**src/rtl/aic_pkg.sv**
```systemverilog
// Purpose: constants for the converter input, trim and calibration control block
// Assumes: APB slave, 32-bit data, one aligned word per register except core A offset trims, which sit on even halfword addresses
// Notes:   register offsets are byte addresses
//
// Behaviour
// - single-channel mode routes the selected analog input to the interleaved cores
// - new input selection takes effect only after a calibration following the change
// - dual-input single-channel: each core samples own input, core B out of phase
// - dual-input single-channel selectable only with a single-channel link format
// - each analog input has its own full-scale trim, applied only to it
// - core A offset: zero-degree trim in dual mode, ninety-degree in single mode
// - core B offset trim applies the same in single and dual modes
// - register offset trims are honoured in foreground calibration mode
// - three channels of two cores, two active, third calibrating, swapped live
// - single mode interleaves both active channels to double the sample rate
// - dual mode samples on rising edge, single mode on both edges
// - output samples are coded in two's complement
// - foreground calibration halts sampling, background keeps conversion running
package aic_pkg;
    localparam logic [11:0] CtrlOff      = 12'h000;
    localparam logic [11:0] StatusOff    = 12'h004;
    localparam logic [11:0] FsTrimAOff   = 12'h008;
    localparam logic [11:0] FsTrimBOff   = 12'h00C;
    localparam logic [11:0] OffsATrimOff = 12'h344;
    localparam logic [11:0] OffsLastOff  = 12'h34A;
    // core A: dual 0x344 (in A) 0x346 (in B); interleaved 0x348 (in A) 0x34A (in B)
    localparam logic [11:0] OffsBOff     = 12'h350;
    localparam logic [11:0] OffsBInBOff  = 12'h354;

    // control fields
    localparam int CtrlSingleBit  = 0;  // 1 = single-channel mode
    localparam int CtrlInSelBit   = 1;  // single input select, 0 = first input
    localparam int CtrlDualInBit  = 2;  // dual-input single-channel request
    localparam int CtrlBgCalBit   = 3;  // 1 = background calibration
    localparam int CtrlCalGoBit   = 4;  // write 1 starts calibration
    localparam int CtrlFmtLsb     = 8;
    localparam int FmtW           = 5;

    localparam logic [15:0] FsTrimRst = 16'hA000;
    localparam logic [15:0] OffsRst   = 16'h0000;
    localparam logic [FmtW-1:0] FmtRst = 5'h01;

    // timing: foreground calibration duration and channel swap period
    localparam int ClkMhz       = 20;
    localparam int CalTimeUs    = 100;
    localparam int CalCycles    = CalTimeUs * ClkMhz;
    localparam int SwapTimeUs   = 50;
    localparam int SwapCycles   = SwapTimeUs * ClkMhz;

    typedef enum logic [1:0] {CalIdle, CalRun} aic_cal_t;
endpackage

```
**src/rtl/aic_core_ctrl.sv**
```systemverilog
// Purpose: register file and sequencing for input select, trims and core calibration
// Assumes: APB master per protocol, analog inputs as sampled 12-bit codes
// Notes:   sampling clock model is sys_clk, one sample per phase per edge
//
// The APB slave port and the register offsets were decided locally.
`timescale 1ns/1ns
module aic_core_ctrl #(
    parameter int SingleFmtMax = 5,
    parameter int CalCycles    = aic_pkg::CalCycles,
    parameter int SwapCycles   = aic_pkg::SwapCycles
) (
    // clock and reset
    input  wire logic        sys_clk,
    input  wire logic        rst_n,
    // apb slave
    input  wire logic        psel,
    input  wire logic        penable,
    input  wire logic        pwrite,
    input  wire logic [11:0] paddr,
    input  wire logic [31:0] pwdata,
    output logic      [31:0] prdata,
    output logic             pready,
    output logic             pslverr,
    // analog sample codes, already two's complement from the comparators
    input  wire logic [11:0] firstAnalogInput,
    input  wire logic [11:0] secondAnalogInput,
    // conversion outputs
    output logic      [11:0] coreASample,
    output logic      [11:0] coreBSample,
    output logic             sampleValid,
    output logic             sampleBothEdges,
    output logic             coreBOutOfPhase,
    output logic      [15:0] firstInputFullscaleTrim,
    output logic      [15:0] secondInputFullscaleTrim,
    output logic      [15:0] coreAOffsetApplied,
    output logic      [15:0] coreBOffsetApplied,
    output logic      [2:0]  activeChannels,
    output logic             calDone
);
    initial begin
        if (SingleFmtMax < 1 || SingleFmtMax > 31 || CalCycles < 1 || SwapCycles < 1)
            $error("aic_core_ctrl: bad parameter");
    end

    // registers
    logic [31:0] ctrlQ;
    logic [15:0] fsAQ, fsBQ;
    logic [15:0] offsAQ [4];
    logic [15:0] offsBQ [2];
    logic        inSelQ, dualInQ, calDoneQ;
    aic_pkg::aic_cal_t calStateQ;
    logic [31:0] calCntQ, swapCntQ;
    logic [1:0]  offlineQ;
    logic [11:0] in1M, in1S, in2M, in2S;

    // bus decode
    wire access   = psel && penable;
    // act once per transfer: the answer edge must not repeat the write
    wire wr       = access && pwrite && !pready;
    wire hitCtrl  = paddr == aic_pkg::CtrlOff;
    wire hitStat  = paddr == aic_pkg::StatusOff;
    wire hitFsA   = paddr == aic_pkg::FsTrimAOff;
    wire hitFsB   = paddr == aic_pkg::FsTrimBOff;
    wire hitOffsA = paddr >= aic_pkg::OffsATrimOff && paddr <= aic_pkg::OffsLastOff
                    && paddr[0] == 1'b0;
    wire [1:0] offsAIdx = 2'(( paddr - aic_pkg::OffsATrimOff) >> 1);
    wire hitOffsB0 = paddr == aic_pkg::OffsBOff;
    wire hitOffsB1 = paddr == aic_pkg::OffsBInBOff;
    wire mapped   = hitCtrl | hitStat | hitFsA | hitFsB | hitOffsA | hitOffsB0 | hitOffsB1;

    wire single   = ctrlQ[aic_pkg::CtrlSingleBit];
    wire bgCal    = ctrlQ[aic_pkg::CtrlBgCalBit];
    wire [aic_pkg::FmtW-1:0] fmt = ctrlQ[aic_pkg::CtrlFmtLsb +: aic_pkg::FmtW];
    wire fmtSingle = single && (32'(fmt) <= 32'(SingleFmtMax));
    wire calStart = wr && hitCtrl && pwdata[aic_pkg::CtrlCalGoBit]
                    && calStateQ == aic_pkg::CalIdle;
    wire calEnd   = calStateQ == aic_pkg::CalRun && calCntQ == 32'(CalCycles - 1);
    wire fgCalBusy = calStateQ == aic_pkg::CalRun && !bgCal;
    wire swapTick = swapCntQ == 32'(SwapCycles - 1);

    // core routing and trims
    wire [11:0] routedA = (single && !dualInQ) ? (inSelQ ? in2S : in1S) : in1S;
    wire [11:0] routedB = (single && !dualInQ) ? (inSelQ ? in2S : in1S) : in2S;
    wire        srcA    = single && !dualInQ ? inSelQ : 1'b0;
    wire        srcB    = single && !dualInQ ? inSelQ : 1'b1;
    wire [1:0]  aIdx    = {single, srcA};
    wire [15:0] offA    = offsAQ[aIdx];
    wire [15:0] offB    = offsBQ[srcB];
    // offset trims only take hold under foreground calibration
    wire [15:0] offAUse = bgCal ? aic_pkg::OffsRst : offA;
    wire [15:0] offBUse = bgCal ? aic_pkg::OffsRst : offB;
    wire [11:0] sampA   = routedA + offAUse[11:0];
    wire [11:0] sampB   = routedB + offBUse[11:0];

    wire [31:0] rdMux =
        hitCtrl   ? ctrlQ :
        hitStat   ? {26'h0000000, offlineQ, calStateQ == aic_pkg::CalRun, dualInQ,
                     inSelQ, calDoneQ} :
        hitFsA    ? {16'h0000, fsAQ} :
        hitFsB    ? {16'h0000, fsBQ} :
        hitOffsA  ? {16'h0000, offsAQ[offsAIdx]} :
        hitOffsB0 ? {16'h0000, offsBQ[0]} :
        hitOffsB1 ? {16'h0000, offsBQ[1]} : 32'h00000000;

    // input synchronisers
    always_ff @(posedge sys_clk or negedge rst_n) begin
        if (!rst_n) begin
            in1M <= 12'h000;
            in1S <= 12'h000;
            in2M <= 12'h000;
            in2S <= 12'h000;
        end else begin
            in1M <= firstAnalogInput;
            in1S <= in1M;
            in2M <= secondAnalogInput;
            in2S <= in2M;
        end
    end

    // register file
    always_ff @(posedge sys_clk or negedge rst_n) begin
        if (!rst_n) begin
            ctrlQ     <= {19'h00000, aic_pkg::FmtRst, 8'h00};
            fsAQ      <= aic_pkg::FsTrimRst;
            fsBQ      <= aic_pkg::FsTrimRst;
            offsAQ    <= '{default: aic_pkg::OffsRst};
            offsBQ    <= '{default: aic_pkg::OffsRst};
        end else if (wr) begin
            if (hitCtrl)
                ctrlQ <= pwdata & ~(32'h1 << aic_pkg::CtrlCalGoBit);
            if (hitFsA)
                fsAQ <= pwdata[15:0];
            if (hitFsB)
                fsBQ <= pwdata[15:0];
            if (hitOffsA)
                offsAQ[offsAIdx] <= pwdata[15:0];
            if (hitOffsB0)
                offsBQ[0] <= pwdata[15:0];
            if (hitOffsB1)
                offsBQ[1] <= pwdata[15:0];
        end
    end

    // calibration sequencer; selection latched only at calibration end
    always_ff @(posedge sys_clk or negedge rst_n) begin
        if (!rst_n) begin
            calStateQ <= aic_pkg::CalIdle;
            calCntQ   <= 32'h00000000;
            inSelQ    <= 1'b0;
            dualInQ   <= 1'b0;
            calDoneQ  <= 1'b0;
        end else begin
            unique case (calStateQ)
                aic_pkg::CalIdle: begin
                    calCntQ <= 32'h00000000;
                    if (calStart) begin
                        calStateQ <= aic_pkg::CalRun;
                        calDoneQ  <= 1'b0;
                    end
                end
                aic_pkg::CalRun: begin
                    calCntQ <= calCntQ + 32'h1;
                    if (calEnd) begin
                        calStateQ <= aic_pkg::CalIdle;
                        inSelQ    <= ctrlQ[aic_pkg::CtrlInSelBit];
                        dualInQ   <= ctrlQ[aic_pkg::CtrlDualInBit] && fmtSingle;
                        calDoneQ  <= 1'b1;
                    end
                end
            endcase
        end
    end

    // channel rotation: one of three channels offline for calibration
    always_ff @(posedge sys_clk or negedge rst_n) begin
        if (!rst_n) begin
            swapCntQ <= 32'h00000000;
            offlineQ <= 2'd2;
        end else begin
            swapCntQ <= swapTick ? 32'h00000000 : swapCntQ + 32'h1;
            if (swapTick && bgCal)
                offlineQ <= (offlineQ == 2'd2) ? 2'd0 : offlineQ + 2'd1;
        end
    end

    // outputs
    always_ff @(posedge sys_clk or negedge rst_n) begin
        if (!rst_n) begin
            prdata    <= 32'h00000000;
            pready    <= 1'b0;
            pslverr   <= 1'b0;
            coreASample <= 12'h000;
            coreBSample <= 12'h000;
            sampleValid <= 1'b0;
            sampleBothEdges <= 1'b0;
            coreBOutOfPhase <= 1'b0;
            firstInputFullscaleTrim  <= aic_pkg::FsTrimRst;
            secondInputFullscaleTrim <= aic_pkg::FsTrimRst;
            coreAOffsetApplied <= aic_pkg::OffsRst;
            coreBOffsetApplied <= aic_pkg::OffsRst;
            activeChannels <= 3'h3;
            calDone   <= 1'b0;
        end else begin
            // one wait state: ready in the cycle after the access phase starts
            pready    <= access && !pready;
            pslverr   <= access && !pready && !mapped;
            prdata    <= (access && !pwrite) ? rdMux : 32'h00000000;
            coreASample <= sampA;
            coreBSample <= sampB;
            sampleValid <= !fgCalBusy;
            sampleBothEdges <= single;
            coreBOutOfPhase <= single;
            firstInputFullscaleTrim  <= fsAQ;
            secondInputFullscaleTrim <= fsBQ;
            coreAOffsetApplied <= offAUse;
            coreBOffsetApplied <= offBUse;
            activeChannels <= ~(3'h1 << offlineQ);
            calDone   <= calDoneQ;
        end
    end
endmodule

```
**config.mk**
```make
export PLATFORM = sky130hd
export DESIGN_NAME = aic_core_ctrl
export DESIGN_NICKNAME = d
export VERILOG_FILES = /design/src/rtl/aic_pkg.sv /design/src/rtl/aic_core_ctrl.sv
export SDC_FILE = /design/constraint.sdc
export NUM_CORES = 1
export LEC_CHECK = 0
export ABC_AREA = 0
export BUFFER_PORTS_ARGS = -buffer_cell sky130_fd_sc_hd__buf_4
export CAP_MARGIN = 20
export CORE_ASPECT_RATIO = 1.4
export CORE_MARGIN = 4
export CORE_UTILIZATION = 51
export CTS_CLUSTER_DIAMETER = 50
export DETAILED_ROUTE_END_ITERATION = 8
export PLACE_DENSITY = 0.71
export SLEW_MARGIN = 20
export SYNTH_ARGS = -nofsm -noshare
export SYNTH_HDL_FRONTEND = slang
export SYNTH_SLANG_ARGS = --single-unit
```
**constraint.sdc**
```tcl
create_clock -name sys_clk -period 7.3 [get_ports sys_clk]
set_input_delay 0.365 -clock sys_clk [delete_from_list [all_inputs] [get_ports sys_clk]]
set_output_delay 0.365 -clock sys_clk [all_outputs]
set_load 0.05 [all_outputs]
```
==> impl_metrics.ini <==
[run_status]
status = finished, final reports clean

[route]
routed_wl_um = 40880
vias = 11273
drcViolationCount = 0
wire_per_inst_um = 20.13
drt-vias-per-instance = 5.550
drt_pass1_iterations = 5
ant_nets = 0
drt_iter0_drc = 833

[placed_design]
dpl_cell_area_sq_um = 19050
place.gp.congestion = 0.8631
port_buffers = 201
dp_hpwl_um = 27650

[cts]
max-clock-path-buffers = 3
cts-root-buf = clkbuf_16
clkSinkCount = 405
clock_latency_ps = 540
clkTransAtPathRegs_ps = 60
numCtsBuffers = 41
h-tree-depth = 2
ctsResizeCount = 0
cts_tree = built

[cells_and_area]
antenna_cells = 0
areaGrowthSynthToFinish_pct = 22.27
multiInputGateArea_sq_um = 6601
final_core_util = 0.6367
fillers = 2472
regArea_sq_um = 10150
nNetsFinal = 1658
layout-drive-gt1-share = 0.3300
fin_area_sq_um = 20820

[synth]
synth_nets = 1421
yosysTopAreaCell = dfrtp_1
synth_edf_count = 0
syn_area_per_cell_sq_um = 12.88
synth_top_area_share = 0.5776
yosysMostFrequentCell = dfrtp_1
synth_cell_types = 65
ys_seq_elements = 405
synth_cells = 1322
synth_top_cells_by_count = dfrtp_1, mux2_2, nand2_1, nor2_1, xnor2_1
synthFlopType = dfrtp_1
synth_area_sq_um = 17030
synthTopCellsByArea = dfrtp_1, mux2_2, nand2_1
seq_area_frac_synth = 0.5962
yosys_warnings = 0
ys_async_sr_fraction = 1.000

[sta]
finalCritPeriodShare = 0.5110
max_freq_mhz = 268.1
rsz0062_at_grt = false
hold_slack_ps = 52.51
finalSetupViolations = 0
finalSetupTns_ps = 0
slew_headroom = 0.2919
finalHoldViolations = 0
drv_slew = 0
finalCriticalPeriod_ps = 3730
finalClockSkew_ps = 16.81
tightest_slew_ps = 1059

[setup_path]
arrival_ps = 4140
critPathRequiredTime_ps = 7710
path_class = reg2reg
start_kind = flop
cp-end-kind = flop
crit_path_max_fanout = 16

[die]
die_w_um = 162.4
die_area_sq_um = 36410
num_rows = 78
ios = 202
core_area_sq_um = 32690
start_util = 0.5207
fp.dieH_um = 224.2

[min_path]
hp-class = in2reg

[power_and_ir_drop]
peakVddDrop_v = 0.0002059
leakagePower_nw = 10.19
power_density_nw_per_um2 = 229.2

[global_route]
grt.overflow.total = 0
grt_max_degree = 141
grt_usage = 0.2251
antenna_found_initial = 0
grt_pass1_vias = 11774
grt_pass1_wl_um = 64610

[run]
drv_cap = 0
==> power by group <==
part | total [mW] | switching [mW] | internal (mW)
Sequential | 2.28 | 0.00955 | 2.27
Clock | 2.28 | 0.874 | 1.40
Combinational | 0.216 | 0.141 | 0.0751
==> metal layers <==
metal	routed length (um)	global-route usage
met3	2174	0.03994
met5	0	0
met4	1235	0.07644
met1	16580	0.2920
met2	20890	0.3843
==> layout by cell type, fill, tap and decap left out, types with 24 or more instances in the layout <==
master / count
dfrtp_1: 393
buf_4: 213
mux2_2: 181
nand2_1: 127
nor2_1: 74
xnor2_1: 43
clkbuf_16: 43
mux2i_1: 40
nand3_1: 39
a21oi_1: 37
dlygate4sd3_1: 25
inv_1: 24
xor2_1: 24
ha_1: 24
==> cell families after synthesis <==
group                    Yosys count  synth area share
AO/OA/AOI/OAI                    139           0.05439
XOR/XNOR                          67           0.03447
adder cells (fa/ha/maj)           26           0.01999
buffers and inverters             72           0.01793
flip-flops                       405            0.5962
multiplexers                     237            0.1644
AND/OR/NAND/NOR                  376            0.1127
==> path summary, 6_finish.rpt <==
| kind | startpoint | end | slack (ps) | cells past startpoint |
|---|---|---|---|---|
| min in group asynchronous | rst_n | prdata[13]$_DFF_PN0_ | 270 | 2 |
| worst min-delay path | pwdata[17] | ctrlQ[17]$_DFFE_PN0P_ | 50 | 2 |
| worst max register to register | inSelQ$_DFFE_PN0P_ | coreASample[10]$_DFF_PN0_ | 3570 | 12 |
| worst max-delay path | inSelQ$_DFFE_PN0P_ | coreASample[10]$_DFF_PN0_ | 3570 | 12 |
| max in group asynchronous | rst_n | swapCntQ[4]$_DFF_PN0_ | 5970 | 3 |
| worst min register to register | in1M[9]$_DFF_PN0_ | in1S[9]$_DFF_PN0_ | 340 | 0 |
==> worst max-delay path, stage by stage, from the launching register on <==
cell	delay [ps]
dfrtp_1	440
nor2b_2	170
buf_4	320
mux2i_1	140
a211oi_1	490
ha_1	280
inv_1	60
fa_1	400
inv_1	100
a31oi_1	190
o311ai_0	680
o31ai_1	160
xnor2_1	160
==> through the flow <==
stage | std cells | power, mW | worst slack [ps]
6_report | 2031 | 4.772 | 3570
3_5_place_dp | 1930 | 2.526 | 3564
3_3_place_gp | 1930 | 2.523 | 3681
2_1_floorplan | 1322 | 2.402 | 4265
5_1_grt | 2031 | 4.939 | 3348
4_1_cts | 2030 | 4.825 | 3540
==> sequential cells by signal (all words and copies together) (netlist names), 16 cells and up <==
signal,count
fsAQ,16
swapCntQ,32
offsAQ,64
coreBOffsetApplied,16
fsBQ,16
secondInputFullscaleTrim,16
firstInputFullscaleTrim,16
prdata,32
offsBQ,32
ctrlQ,31
calCntQ,32
coreAOffsetApplied,16
==> area by class of cell <==
class,instances,share of cell area
inverters,24,0.004328
repair buffers,242,0.09281
well taps,440,0.02645
clock buffers,59,0.05987
multi-input cells,845,0.3171
flip-flops and latches,405,0.4876
clock inverters,16,0.01184
==> timing repair <==
item,CTS,global route
hold buffers,25,0
endpoints found under the hold margin,68,0
setup buffers,0,0
(Power assumes the default switching activity.)
